[config.mk]
export PLATFORM = sky130hd
export DESIGN_NAME = transmitter_operate_auto_control
export DESIGN_NICKNAME = d
export VERILOG_FILES = /design/src/txctl_pkg.sv /design/src/cmd_latch.sv /design/src/transmitter_operate_auto_control.sv /design/src/video_loss_timer.sv
export SDC_FILE = /design/constraint.sdc
export NUM_CORES = 1
export LEC_CHECK = 0
export ABC_CLOCK_PERIOD_IN_PS = 3800
export BUFFER_PORTS_ARGS = -buffer_cell sky130_fd_sc_hd__buf_4
export CAP_MARGIN = 20
export CORE_MARGIN = 2
export CORE_UTILIZATION = 55
export CTS_CLUSTER_DIAMETER = 150
export DETAILED_ROUTE_END_ITERATION = 12
export PLACE_DENSITY_LB_ADDON = 0.05
export SYNTH_ARGS = -nofsm -noshare
export SYNTH_HDL_FRONTEND = slang
export SYNTH_HIERARCHICAL = 1
export SYNTH_SLANG_ARGS = --single-unit
[constraint.sdc]
create_clock -name i_ref_clk -period 3.8 [get_ports i_ref_clk]
set_input_delay 0.19 -clock i_ref_clk [delete_from_list [all_inputs] [get_ports i_ref_clk]]
set_output_delay 0.19 -clock i_ref_clk [all_outputs]
set_load 0.01 [all_outputs]
[src/txctl_pkg.sv]
// constants and types for the transmitter operate/auto control block
package txctl_pkg;
   // clock rate and timing
   localparam int unsigned CLK_HZ = 10_000_000;
   localparam int unsigned VIDEO_HOLD_MS = 3000;
   localparam int unsigned VIDEO_HOLD_CYC = (CLK_HZ / 1000) * VIDEO_HOLD_MS;
   localparam int unsigned HOLD_W = 32;
   // reset values
   localparam logic OPERATE_RST = 1'h0;
   localparam logic AUTO_RST = 1'h0;
   // number of amplifier-tray enables
   localparam int unsigned TRAY_N = 4;
   localparam logic [3:0] TRAY_ALL = 4'hf;
   localparam logic [3:0] TRAY_NONE = 4'h0;
   // video-loss qualifier states
   typedef enum logic [1:0] {
      VID_OK = 2'b00,
      VID_WAIT = 2'b01,
      VID_LOST = 2'b10
   } vid_state_t;
endpackage

[src/cmd_latch.sv]
// set/clear latch standing in for a magnetic latching relay
`timescale 1ns/100ps
`default_nettype none
module cmd_latch #(
   parameter logic RST_VAL = 1'h0
) (
   input wire logic i_ref_clk,
   input wire logic i_rst,
   input wire logic i_set,
   input wire logic i_clr,
   output logic o_q
);
   // clear beats set, like an opening relay coil overriding
   always_ff @(posedge i_ref_clk) begin
      if (i_rst) begin
         o_q <= RST_VAL;
      end else if (i_clr) begin
         o_q <= 1'h0; // [RULE21]
      end else if (i_set) begin
         o_q <= 1'h1;
      end
   end
endmodule
`default_nettype wire

[src/transmitter_operate_auto_control.sv]
// transmitter operate/standby and auto/manual control with indicator drive
// How it works
// [RULE1] operate is only entered while the active-low interlock is present
// [RULE2] green interlock indicator lights while the interlock is present
// [RULE3] vswr over the limit asserts output cutback to hold vswr at limit
// [RULE4] operate latch: operate sets, standby clears, otherwise holds
// [RULE5] operate needs latch set, interlock present and no overtemperature
// [RULE6] operate lights green operate lamp; standby lights amber standby lamp
// [RULE7] alc passes to trays in operate, forced low in standby
// [RULE8] both amplifier disables off in operate, on in standby
// [RULE9] four tray enables on in operate, all off in standby
// [RULE10] active-low remote operate output driven in operate only
// [RULE11] auto latch: auto sets, manual clears, otherwise holds
// [RULE12] in auto fault logic governs operate; panel standby is ignored
// [RULE13] auto lights automatic lamp, asserts remote auto, drops remote manual
// [RULE14] manual lights manual lamp, asserts active-low remote manual output
// [RULE15] in manual only panel operate/standby commands move the operate latch
// [RULE16] low video fault input means loss; video loss lamp follows it
// [RULE17] combined fault is video loss or receiver alc fault
// [RULE18] auto with combined fault releases operate, asserts standby
// [RULE19] auto with fault cleared asserts operate, releases standby
// [RULE20] auto standby waits for persistent video loss; recovery is immediate
// [RULE21] simultaneous operate and standby on the latch: standby wins
`timescale 1ns/100ps
`default_nettype none
module transmitter_operate_auto_control #(
   parameter logic [31:0] VIDEO_HOLD_CYC = 32'(txctl_pkg::VIDEO_HOLD_CYC)
) (
   input wire logic i_ref_clk,
   input wire logic i_rst,
   // panel switch commands, high while pressed
   input wire logic i_operate_standby_switch_op,
   input wire logic i_operate_standby_switch_sb,
   input wire logic i_auto_manual_switch_auto,
   input wire logic i_auto_manual_switch_man,
   // field inputs
   input wire logic i_interlock_input_n,
   input wire logic i_video_fault_input_n,
   input wire logic i_rx_alc_fault,
   input wire logic i_overtemp_fault,
   input wire logic i_vswr_over_limit,
   input wire logic [3:0] i_alc,
   // indicators
   output logic o_standby_indicator,
   output logic o_operate_indicator,
   output logic o_automatic_indicator,
   output logic o_manual_indicator,
   output logic o_interlock_indicator,
   output logic o_video_loss_indicator,
   // tray and remote drive
   output logic [3:0] o_alc,
   output logic o_cutback,
   output logic o_amp_disable_a,
   output logic o_amp_disable_b,
   output logic [3:0] o_tray_enable,
   output logic o_remote_operate_out_n,
   output logic o_remote_auto_out_n,
   output logic o_remote_manual_out_n,
   output logic o_operating
);
   logic operate_latch;
   logic auto_latch;
   logic video_lost;
   logic interlock_ok;
   logic combined_fault;
   logic auto_operate_gate;
   logic auto_standby_gate;
   logic op_set;
   logic op_clr;
   logic operate_qualify_gate;

   // input conditions, interlock and video are active low
   assign interlock_ok = !i_interlock_input_n;
   assign combined_fault = video_lost || i_rx_alc_fault; // [RULE17]

   // fault-driven commands only act in auto
   assign auto_operate_gate = auto_latch && !combined_fault; // [RULE19]
   assign auto_standby_gate = auto_latch && combined_fault; // [RULE18]

   // in auto the panel standby is blocked; manual ignores the fault gates
   assign op_set = auto_latch ? auto_operate_gate : i_operate_standby_switch_op; // [RULE15]
   assign op_clr = auto_latch ? auto_standby_gate : i_operate_standby_switch_sb; // [RULE12]

   // operate qualified by interlock and temperature
   assign operate_qualify_gate = operate_latch && interlock_ok && // [RULE1]
                                 !i_overtemp_fault; // [RULE5]

   // persistence filter on raw video loss
   video_loss_timer #(
      .HOLD_CYC(VIDEO_HOLD_CYC)
   ) u_vid (
      .i_ref_clk(i_ref_clk),
      .i_rst(i_rst),
      .i_loss(!i_video_fault_input_n), // [RULE20]
      .o_lost(video_lost)
   );

   // operate/standby relay
   cmd_latch #(
      .RST_VAL(txctl_pkg::OPERATE_RST)
   ) u_op (
      .i_ref_clk(i_ref_clk),
      .i_rst(i_rst),
      .i_set(op_set), // [RULE4]
      .i_clr(op_clr), // [RULE21]
      .o_q(operate_latch)
   );

   // auto/manual relay; manual wins a tie, the safe side
   cmd_latch #(
      .RST_VAL(txctl_pkg::AUTO_RST)
   ) u_auto (
      .i_ref_clk(i_ref_clk),
      .i_rst(i_rst),
      .i_set(i_auto_manual_switch_auto), // [RULE11]
      .i_clr(i_auto_manual_switch_man),
      .o_q(auto_latch)
   );

   // operate-side drive, registered so outputs come from flops
   always_ff @(posedge i_ref_clk) begin
      if (i_rst) begin
         o_operating <= 1'h0;
         o_operate_indicator <= 1'h0;
         o_standby_indicator <= 1'h1;
         o_alc <= txctl_pkg::TRAY_NONE;
         o_amp_disable_a <= 1'h1;
         o_amp_disable_b <= 1'h1;
         o_tray_enable <= txctl_pkg::TRAY_NONE;
         o_remote_operate_out_n <= 1'h1;
      end else begin
         o_operating <= operate_qualify_gate; // [RULE5]
         o_operate_indicator <= operate_qualify_gate; // [RULE6]
         o_standby_indicator <= !operate_qualify_gate; // [RULE6]
         o_alc <= operate_qualify_gate ? i_alc : txctl_pkg::TRAY_NONE; // [RULE7]
         o_amp_disable_a <= !operate_qualify_gate; // [RULE8]
         o_amp_disable_b <= !operate_qualify_gate; // [RULE8]
         o_tray_enable <= operate_qualify_gate ? txctl_pkg::TRAY_ALL
                                               : txctl_pkg::TRAY_NONE; // [RULE9]
         o_remote_operate_out_n <= !operate_qualify_gate; // [RULE10]
      end
   end

   // mode indicators
   always_ff @(posedge i_ref_clk) begin
      if (i_rst) begin
         o_automatic_indicator <= 1'h0;
         o_manual_indicator <= 1'h1;
         o_remote_auto_out_n <= 1'h1;
         o_remote_manual_out_n <= 1'h0;
      end else begin
         o_automatic_indicator <= auto_latch; // [RULE13]
         o_remote_auto_out_n <= !auto_latch; // [RULE13]
         o_manual_indicator <= !auto_latch; // [RULE14]
         o_remote_manual_out_n <= auto_latch; // [RULE14]
      end
   end

   // status lamps and cutback; cutback is a level from the vswr comparator
   always_ff @(posedge i_ref_clk) begin
      if (i_rst) begin
         o_interlock_indicator <= 1'h0;
         o_video_loss_indicator <= 1'h0;
         o_cutback <= 1'h0;
      end else begin
         o_interlock_indicator <= interlock_ok; // [RULE2]
         o_video_loss_indicator <= !i_video_fault_input_n; // unfiltered lamp [RULE16]
         o_cutback <= i_vswr_over_limit; // [RULE3]
      end
   end
endmodule
`default_nettype wire

[src/video_loss_timer.sv]
// video loss persistence filter: loss must hold for the full time, recovery is immediate
`timescale 1ns/100ps
`default_nettype none
module video_loss_timer #(
   parameter logic [31:0] HOLD_CYC = 32'(txctl_pkg::VIDEO_HOLD_CYC)
) (
   input wire logic i_ref_clk,
   input wire logic i_rst,
   input wire logic i_loss,
   output logic o_lost
);
   txctl_pkg::vid_state_t state_ff;
   logic [txctl_pkg::HOLD_W-1:0] cnt_ff;

   // persistence state machine; a short glitch of video never reaches standby
   always_ff @(posedge i_ref_clk) begin
      if (i_rst) begin
         state_ff <= txctl_pkg::VID_OK;
         cnt_ff <= '0;
      end else begin
         case (state_ff)
            txctl_pkg::VID_OK: begin
               cnt_ff <= '0;
               if (i_loss) begin
                  state_ff <= txctl_pkg::VID_WAIT;
               end
            end
            txctl_pkg::VID_WAIT: begin
               if (!i_loss) begin
                  state_ff <= txctl_pkg::VID_OK; // [RULE20]
               end else if (cnt_ff >= HOLD_CYC - 32'h1) begin
                  state_ff <= txctl_pkg::VID_LOST; // [RULE20]
               end else begin
                  cnt_ff <= cnt_ff + 32'h1;
               end
            end
            txctl_pkg::VID_LOST: begin
               if (!i_loss) begin
                  state_ff <= txctl_pkg::VID_OK; // at once on return [RULE20]
               end
            end
            default: state_ff <= txctl_pkg::VID_OK;
         endcase
      end
   end

   // filtered loss flag
   always_ff @(posedge i_ref_clk) begin
      if (i_rst) begin
         o_lost <= 1'h0;
      end else begin
         o_lost <= (state_ff == txctl_pkg::VID_WAIT) && i_loss &&
                   (cnt_ff >= HOLD_CYC - 32'h1) ||
                   (state_ff == txctl_pkg::VID_LOST) && i_loss;
      end
   end
endmodule
`default_nettype wire
# After elaboration in Yosys (flattened, before gate mapping)
# Index checks and enable logic that the tools add are counted.
[classes] add_sub_neg=1 n_mul=0 n_div=0 magnitude_cmp=1 n_eq_ne=7 shift=0 muxes=11 bitwise_logic=1 reduce_logical=22
[op_table] op="$mux W32" n=2
[op_table] op="$pmux W32 S2" n=1
[op_table] op="$add A32 B1 Y32 const B" n=1
[op_table] op="$ge A32 B25 Y1 const B" n=1
[op_table] op="$mux W2" n=4
[op_table] op="$ne A2 B2 Y1 const B" n=4
[op_table] op="$logic_and A1 B1 Y1" n=7
[op_table] op="$logic_not A1 Y1" n=6
[op_table] op="$pmux W2 S3" n=1
[op_table] op="$reduce_and A3 Y1" n=2
[op_table] op="$reduce_or A2 Y1" n=3
[op_table] op="$mux W4" n=1
[op_table] op="$ne A3 B3 Y1 const B" n=1
[op_table] op="$eq A2 B1 Y1 const B" n=1
[op_table] op="$eq A2 B2 Y1 const B" n=1
[op_table] op="$logic_not A2 Y1" n=1
[op_table] op="$logic_or A1 B1 Y1" n=2
[op_table] op="$mux W1" n=2
[op_table] op="$reduce_bool A2 Y1" n=1
[op_table] op="$not A1 Y1" n=1
[totals] regBits=52 latch_bits=0 ramBits=0 rom_bits=0 inputBits=15 out_inout_bits=21 elab_cells=57 n_memories=0

# Depth between registers and ports, before layout
# Gate-level depths: netlist of run 1.
[logic_depth] word_depth=5 mapped_depth=8

# Cells and area by module
# The synthesis of run 1 kept the hierarchy.
[by_module_without_submodules] module="video_loss_timer" instances=1 cells_each=205 area_per_inst_um2=1682.9 seq_area_each_um2=700.7
[by_module_without_submodules] module="transmitter_operate_auto_control" instances=1 cells_each=37 area_per_inst_um2=399.1 seq_area_each_um2=220.2
[by_module_without_submodules] module="cmd_latch" instances=2 cells_each=3 area_per_inst_um2=33.8 seq_area_each_um2=20.0

# Worst setup path before layout of run 1
# No wires, ideal clock.
[synth_path] kind="flip-flop to flip-flop" startpoint="register u_vid/cnt_ff[10] (netlist bit)" endpoint="register u_vid/cnt_ff[2] (netlist bit)" t_arrival_ns=1.856 t_required_ns=3.742 slack_ns=1.886 path_stages_with_launch=8 synth_period_minus_slack_ns=1.914 path_cell_list="dfxtp_1 -> or4_1 -> nor2_1 -> a211oi_2 -> or3_4 -> buf_6 -> nor3b_2 -> a211o_1"
[synth_via] elab_chain_cells=3
[synth_rtl] item="start: declaration" line_no="video_loss_timer.sv:13" rtl="logic [txctl_pkg::HOLD_W-1:0] cnt_ff;"
[synth_rtl] item="start signal: assignment" line_no="video_loss_timer.sv:34" rtl="cnt_ff <= cnt_ff + 32'h1;"
[synth_rtl] item="$ge A32 B25 Y1" line_no="video_loss_timer.sv:31" rtl="end else if (cnt_ff >= HOLD_CYC - 32'h1) begin"
[synth_rtl] item="$ne A2 B2 Y1 (no line)"
[synth_rtl] item="$reduce_and A3 Y1 (no line)"
# No other way between the ends.
# A chain may end at the register's enable or synchronous reset.

# Worst setup path after layout of run 1
[layout_path] startpoint="register u_vid/cnt_ff[10] (netlist bit)" endpoint="register u_vid/cnt_ff[24] (netlist bit)"
[layout_via] elab_chain_cells=4 word_cells_on_any_way=7 cone_classes="add/sub: 1; order compare: 1; eq/ne: 1; mux: 3; reduce/logical: 1"
[layout_rtl] item="$add A32 B1 Y32" line_no="video_loss_timer.sv:34"
[layout_rtl] item="$mux W32" line_no="video_loss_timer.sv:31"
[layout_rtl] item="$mux W32" line_no="video_loss_timer.sv:29" rtl="if (!i_loss) begin"
[layout_rtl] item="$pmux W32 S2" line_no="video_loss_timer.sv:21" rtl="case (state_ff)"
# Parallel ways exist; a longest one is shown, timed or not. The select of a mux whose other input is x is not followed.

==> impl_metrics.ini, run 1 <==
[outcome]
outcome = finished clean

[place]
pre_cts_slack_ns = 1.415
gp_congestion = 0.7922
port_buffers = 35
dpl.hpwl_um = 3224

[detailed_routing]
drt-initial-drc-count = 158
avgRoutedWirePerCell_um = 14.15
ant_nets = 0
drc = 0
via_per_inst = 5.713
num_vias = 1834
dr.pass1.iters = 4
route.final.wire_length_um = 4543

[die]
initial_core_util_pct = 57.85
rows = 22
die_h_um = 66.52
core_mm2 = 0.003716
die_area_mm2 = 0.004424
die_w_um = 66.52
ios = 36

[sta]
setup_viol = 0
tightest_slew_ns = 1.052
fin_tns_setup_ns = 0
hold_viol = 0
slew_headroom_pct = 29.89
period_share_pct = 64.41
fin_worst_skew_ns = 0.006376
rsz0062_at_grt = no
setup_slack_ns = 1.352
final_max_slew_viol_count = 0
post-route-min-period_ns = 2.448
fmax_mhz = 408.6

[power]
power_leakage_uw = 0.0009831
vdd_drop_max_mv = 0.2380
finalPower_uw = 956.5
p_per_area_mw_per_mm2 = 386.1

[logic_synthesis]
synth_area_mm2 = 0.002150
ys.flop_type = dfxtp_1
yosys_warnings = 6
synth_nets = 264
synth_edf_count = 0
ys_seq_area_share_pct = 44.70
syn_inst = 248
synth_cell_types = 46
ys_async_sr_fraction_pct = 0
yosys_register_bits = 48
syn_avg_cell_area_um2 = 8.668

[grt]
grt_max_degree = 20
gr-total-overflow = 0
grt_pass1_wl_um = 7486
grt_pass1_vias = 1674
antenna_found_initial = 0
grt.total_usage_pct = 22.00

[clock_tree]
postCtsSetupRepairBufs = 0
ctsRootBufferMaster = clkbuf_8
ctsHoldBuffers = 0
clk_path_buf_depth = 2
cts_tree = done
cts_buffers = 5
cts.reportedPaths.clkPinSlew_ns = 0.08
cts-htree-levels = 2
clock_sinks = 48
clock_latency_ns = 0.30
post_cts_resized = 0

[finish]
n_antenna_cell = 0
seq_area_um2 = 960.9
fin_nets = 288
nFillCells = 326
multi_input_area_mm2 = 0.001049
drive_gt1_share_pct = 20.15
syn2layout_area_growth_pct = 15.25

[run]
maxCapViolCount = 0

[min_path]
hold_path_class = in2reg

[setup_path]
cp.arrival_ns = 2.67
worst_ep_required_time_ns = 4.03
criticalPathCategory = reg2reg
crit_fanout = 13
worstSetupEndpointType = flop
startpoint_type = flop
stage by stage:
step,util (%),std cells,instance area (um2),hold WS (ns)
6_report,66.67,321,2477,0.04174
4_1_cts,66.67,321,2477,0.03575
2_1_floorplan,-,248,2150,0.2567
3_3_place_gp,63.27,313,2351,0.3533
5_1_grt,66.67,321,2477,0.03298
3_5_place_dp,63.27,313,2351,0.3559
sequential cells by signal, summed over array words and instances, names as in the netlist:
register	flops
u_vid/cnt_ff	32
o_alc	4
u_vid/state_ff	2
o_cutback	1
o_interlock_indicator	1
o_remote_auto_out_n	1
o_remote_manual_out_n	1
o_remote_operate_out_n	1
o_tray_enable	1
o_video_loss_indicator	1
u_auto/o_q	1
u_op/o_q	1
u_vid/o_lost	1
metal layers:
metal / up-vias / global-route usage (%) / part of all wire [%]
li1: 926 / - / -
met1: 849 / 30.61 / 48
met2: 54 / 33.00 / 46
met3: 5 / 4.223 / 5.4
met4: 0 / 9.694 / 1.0
met5: - / 0 / 0
cells in the final DEF (no fill, tap or decap), types with 2 or more instances in the layout:
master    instances
nand3_1          10
a21oi_1          18
nor3_2            2
o21a_1            2
nand2b_1          4
nand2_1          16
o22ai_1           2
nor3_1            5
nor4_1            4
inv_1             5
o31ai_1           5
buf_4            35
a21o_1            2
and3_1            5
nor2b_1           4
a41oi_1           7
dfxtp_1          48
and2_1           13
nand4_1           7
o21ai_0          14
nor2_1           30
nor3b_1           2
clkbuf_8          7
or2_2             2
a31oi_1           3
mux2i_1           2
synth_stat cells, types with 5 or more instances:
master / count / area [um2]
nand4_1: 7 / 43.79
nor3_1: 5 / 25.02
o21ai_0: 14 / 70.07
a21oi_1: 18 / 90.09
nand2_1: 16 / 60.06
and2_1: 13 / 81.33
nand3_1: 10 / 50.05
nor2_1: 30 / 112.6
buf_4: 11 / 82.58
and3_1: 5 / 31.28
o31ai_1: 5 / 37.54
a41oi_1: 7 / 61.31
inv_1: 5 / 18.77
dfxtp_1: 48 / 960.9
critical path: stages, from the launching register on:
cell and delay, ns:
dfxtp_1 0.36, or4_1 0.55, a21oi_1 0.17, a211oi_2 0.09, o22ai_1 0.81, a41oi_1 0.23, nor3_1 0.16
cell families (layout without fill, tap and decap cells):
kind of cell / count (synthesis) / after routing / synth area share, %
multiplexers: 3 / 3 / 1.455
flip-flops: 48 / 48 / 44.70
AND/OR/NAND/NOR: 113 / 113 / 28.93
adder cells (fa/ha/maj): 1 / 1 / 0.5820
XOR/XNOR: 2 / 2 / 0.8150
AO/OA/AOI/OAI: 58 / 58 / 17.00
buffers and inverters: 23 / 48 / 6.519
final timing paths:
check	end	slack [ns]	depth (start not counted)	startpoint
worst max-delay path	u_vid/cnt_ff[24]$_SDFFE_PP0P_	1.35	6	u_vid/cnt_ff[10]$_SDFFE_PP0P_
worst min register to register	u_vid/cnt_ff[26]$_SDFFE_PP0P_	0.47	1	u_vid/cnt_ff[26]$_SDFFE_PP0P_
worst min-delay path	u_auto/o_q$_SDFFE_PP0P_	0.04	2	i_auto_manual_switch_man
worst max register to register	u_vid/cnt_ff[24]$_SDFFE_PP0P_	1.35	6	u_vid/cnt_ff[10]$_SDFFE_PP0P_
where the power goes:
group | total [uW] | switching, uW | internal (uW)
combinational | 49.5 | 25.2 | 24.3
sequential | 512 | 3.92 | 508
clock | 395 | 163 | 232
final cells by class:
type	instances	area share, %
clock buffers	7	3.889
clock inverters	1	1.212
inverters	5	0.7576
multi-input cells	177	42.32
flip-flops and latches	48	38.79
well taps	48	2.424
repair buffers	35	10.61
(Power assumes the default switching activity.)
==> inputs of run 2 (changes only) <==
--- a/config.mk
+++ b/config.mk
@@ -5,7 +5,7 @@
 export SDC_FILE = /design/constraint.sdc
 export NUM_CORES = 1
 export LEC_CHECK = 0
-export ABC_CLOCK_PERIOD_IN_PS = 3800
+export ABC_CLOCK_PERIOD_IN_PS = 2350
 export BUFFER_PORTS_ARGS = -buffer_cell sky130_fd_sc_hd__buf_4
 export CAP_MARGIN = 20
 export CORE_MARGIN = 2
==> constraint.sdc (replaced) <==
create_clock -name i_ref_clk -period 2.35 [get_ports i_ref_clk]
set_input_delay 0.1175 -clock i_ref_clk [delete_from_list [all_inputs] [get_ports i_ref_clk]]
set_output_delay 0.1175 -clock i_ref_clk [all_outputs]
set_load 0.01 [all_outputs]
==> run 2 against run 1 <==
Critical path depth is 1 higher. Clock-buffer cell count fell by 1. Clock skew is 0.0018 ns higher. Setup slack got worse by 1.1 ns. Sequential cell count is the same. Largest cell class unchanged.
==> impl_metrics.ini, run 2 (same netlist as run 1, synthesis figures left out) <==
[min_path]
holdPathStages = 2
hold_path_class = in2reg
hold_path_end = o_alc[2]$_SDFF_PP0_
worstHoldStart = i_alc[2]

[setup_path]
path_cells = ha_1 > and3_1 > nand2_1 > a211oi_2 > or3_4 > nor3b_1 > a211o_1
r2r_end = u_vid/cnt_ff[2]$_SDFFE_PP0P_
worstRegToRegCells = 7
slowest_delay_ns = 0.41
criticalPathCategory = reg2reg
r2r_start = u_vid/cnt_ff[0]$_SDFFE_PP0P_
crit_fanout = 11
rrSetupSlack_ns = 0.29
startpoint_type = flop
cp.arrival_ns = 2.24
worst_ep_required_time_ns = 2.54
worstSetupEndpointType = flop
cp_slowest_cell = a211oi_2

[power]
power_leakage_uw = 0.001006
power_frac_clock_pct = 33.3
power_switching_share_pct = 21.95
power.switching_uw = 300.6
p_seq_share_pct = 60.4
power_frac_comb_pct = 6.3
finalPower_uw = 1369
p_int_uw = 1069
p_per_area_mw_per_mm2 = 544.2
vdd_drop_max_mv = 0.4233

[sta]
slew_headroom_pct = 67.77
setup_slack_ns = 0.2930
hold_viol = 0
setup_viol = 0
post-route-min-period_ns = 2.057
tightest_slew_ns = 0.4834
fmax_mhz = 486.2
final_max_slew_viol_count = 0
period_share_pct = 87.53
fin_worst_skew_ns = 0.008176
rsz0062_at_grt = no
fin_tns_setup_ns = 0

[finish]
final_util_pct = 67.71
syn2layout_area_growth_pct = 17.05
n_antenna_cell = 0
largestRegisters = u_vid/cnt_ff: 32 flops, o_alc: 4 flops, u_vid/state_ff: 2 flops
layout_commonest_cell = dfxtp_1
multi_input_area_mm2 = 0.001049
seq_area_um2 = 960.9
layout_common_cells = 48 x dfxtp_1, 40 x buf_4, 30 x nor2_1
largest_register = u_vid/cnt_ff
drive_gt1_share_pct = 21.00
largest_reg_flops = 32
nFillCells = 317
fin_nets = 297

[die]
ios = 36
initial_core_util_pct = 57.85
die_h_um = 66.52
die_w_um = 66.52
die_area_mm2 = 0.004424
core_mm2 = 0.003716
rows = 22

[detailed_routing]
dr.pass1.iters = 4
via_per_inst = 5.416
num_vias = 1782
route.final.wire_length_um = 4343
ant_nets = 0
avgRoutedWirePerCell_um = 13.20
drc = 0
drt-initial-drc-count = 129

[clock_tree]
cts_tree = done
cts_buffers = 5
clock_latency_ns = 0.29
ctsRootBufferMaster = clkbuf_8
cts.reportedPaths.clkPinSlew_ns = 0.08
clk_path_buf_depth = 2
post_cts_resized = 0
ctsHoldBuffers = 3
clock_sinks = 48
cts-htree-levels = 2
postCtsSetupRepairBufs = 0

[place]
dpl.hpwl_um = 3092
gp_congestion = 0.7881
port_buffers = 35
pre_cts_slack_ns = 0.3166

[grt]
grt_pass1_vias = 1567
gr-total-overflow = 0
antenna_found_initial = 0
grt_pass1_wl_um = 7162
grt_max_degree = 17
grt.total_usage_pct = 21.12

[run]
maxCapViolCount = 0

[outcome]
outcome = finished clean
-- run 2: cell types whose count changed in the layout (fill, tap and decap cells not counted) --
cell,before,now
buf_4,35,40
dlygate4sd3_1,0,3
clkbuf_8,7,5
buf_12,0,1
bufinv_16,1,0
clkbuf_1,0,1
clkinv_2,0,1
-- run 2: power groups by stage --
| stage | sequential (uW) | combinational (uW) | clock [uW] |
|---|---|---|---|
| after floorplan | 847 | 41.7 | 0 |
| after global placement | 846 | 81.8 | 0 |
| after detailed placement | 846 | 82.4 | 0 |
| after CTS | 827 | 87.0 | 470 |
| after global routing | 828 | 94.9 | 507 |
| final | 827 | 86.0 | 457 |
-- run 2: final cells by class --
class / count / share of cell area, %
clock buffers: 6 / 2.884
clock inverters: 1 / 0.1989
inverters: 5 / 0.7459
multi-input cells: 177 / 41.67
flip-flops and latches: 48 / 38.19
well taps: 48 / 2.387
repair buffers: 44 / 13.92
-- run 2: how the worst max path moves through the flow --
stage          slack, ns                     startpoint                             to
2_1_floorplan       0.44  u_vid/cnt_ff[10]$_SDFFE_PP0P_   u_vid/cnt_ff[2]$_SDFFE_PP0P_
3_3_place_gp        0.34   u_vid/cnt_ff[0]$_SDFFE_PP0P_   u_vid/cnt_ff[6]$_SDFFE_PP0P_
3_5_place_dp        0.32   u_vid/cnt_ff[0]$_SDFFE_PP0P_   u_vid/cnt_ff[2]$_SDFFE_PP0P_
4_1_cts             0.30   u_vid/cnt_ff[0]$_SDFFE_PP0P_   u_vid/cnt_ff[2]$_SDFFE_PP0P_
5_1_grt             0.13   u_vid/cnt_ff[0]$_SDFFE_PP0P_  u_vid/cnt_ff[14]$_SDFFE_PP0P_
6_report            0.29   u_vid/cnt_ff[0]$_SDFFE_PP0P_   u_vid/cnt_ff[2]$_SDFFE_PP0P_
-- run 2: critical path: cells and delay by family (launching register included) --
kind / cells / cell delay [ns]
DFF: 1 / 0.38
adders and majority gates: 1 / 0.22
and+or+nand+nor: 4 / 0.67
AOI/OAI and AO/OA: 2 / 0.67
-- run 2: per-layer routing --
metal  vias to the layer above  part of all wire [%]  track usage (%)
met5                         -                     0                0
met3                         5                   4.6            5.574
met4                         0                   1.2            6.122
li1                        942                     -                -
met2                        41                    44            30.88
met1                       794                    50            30.47
-- run 2: stage by stage --
stage / hold WS [ns] / instances / area, um2
floorplan: 0.1842 / 248 / 2150
global placement: 0.2811 / 319 / 2409
detailed placement: 0.2844 / 319 / 2409
CTS: 0.01031 / 329 / 2516
global route: 0.002591 / 329 / 2516
finish: 0.01715 / 329 / 2516
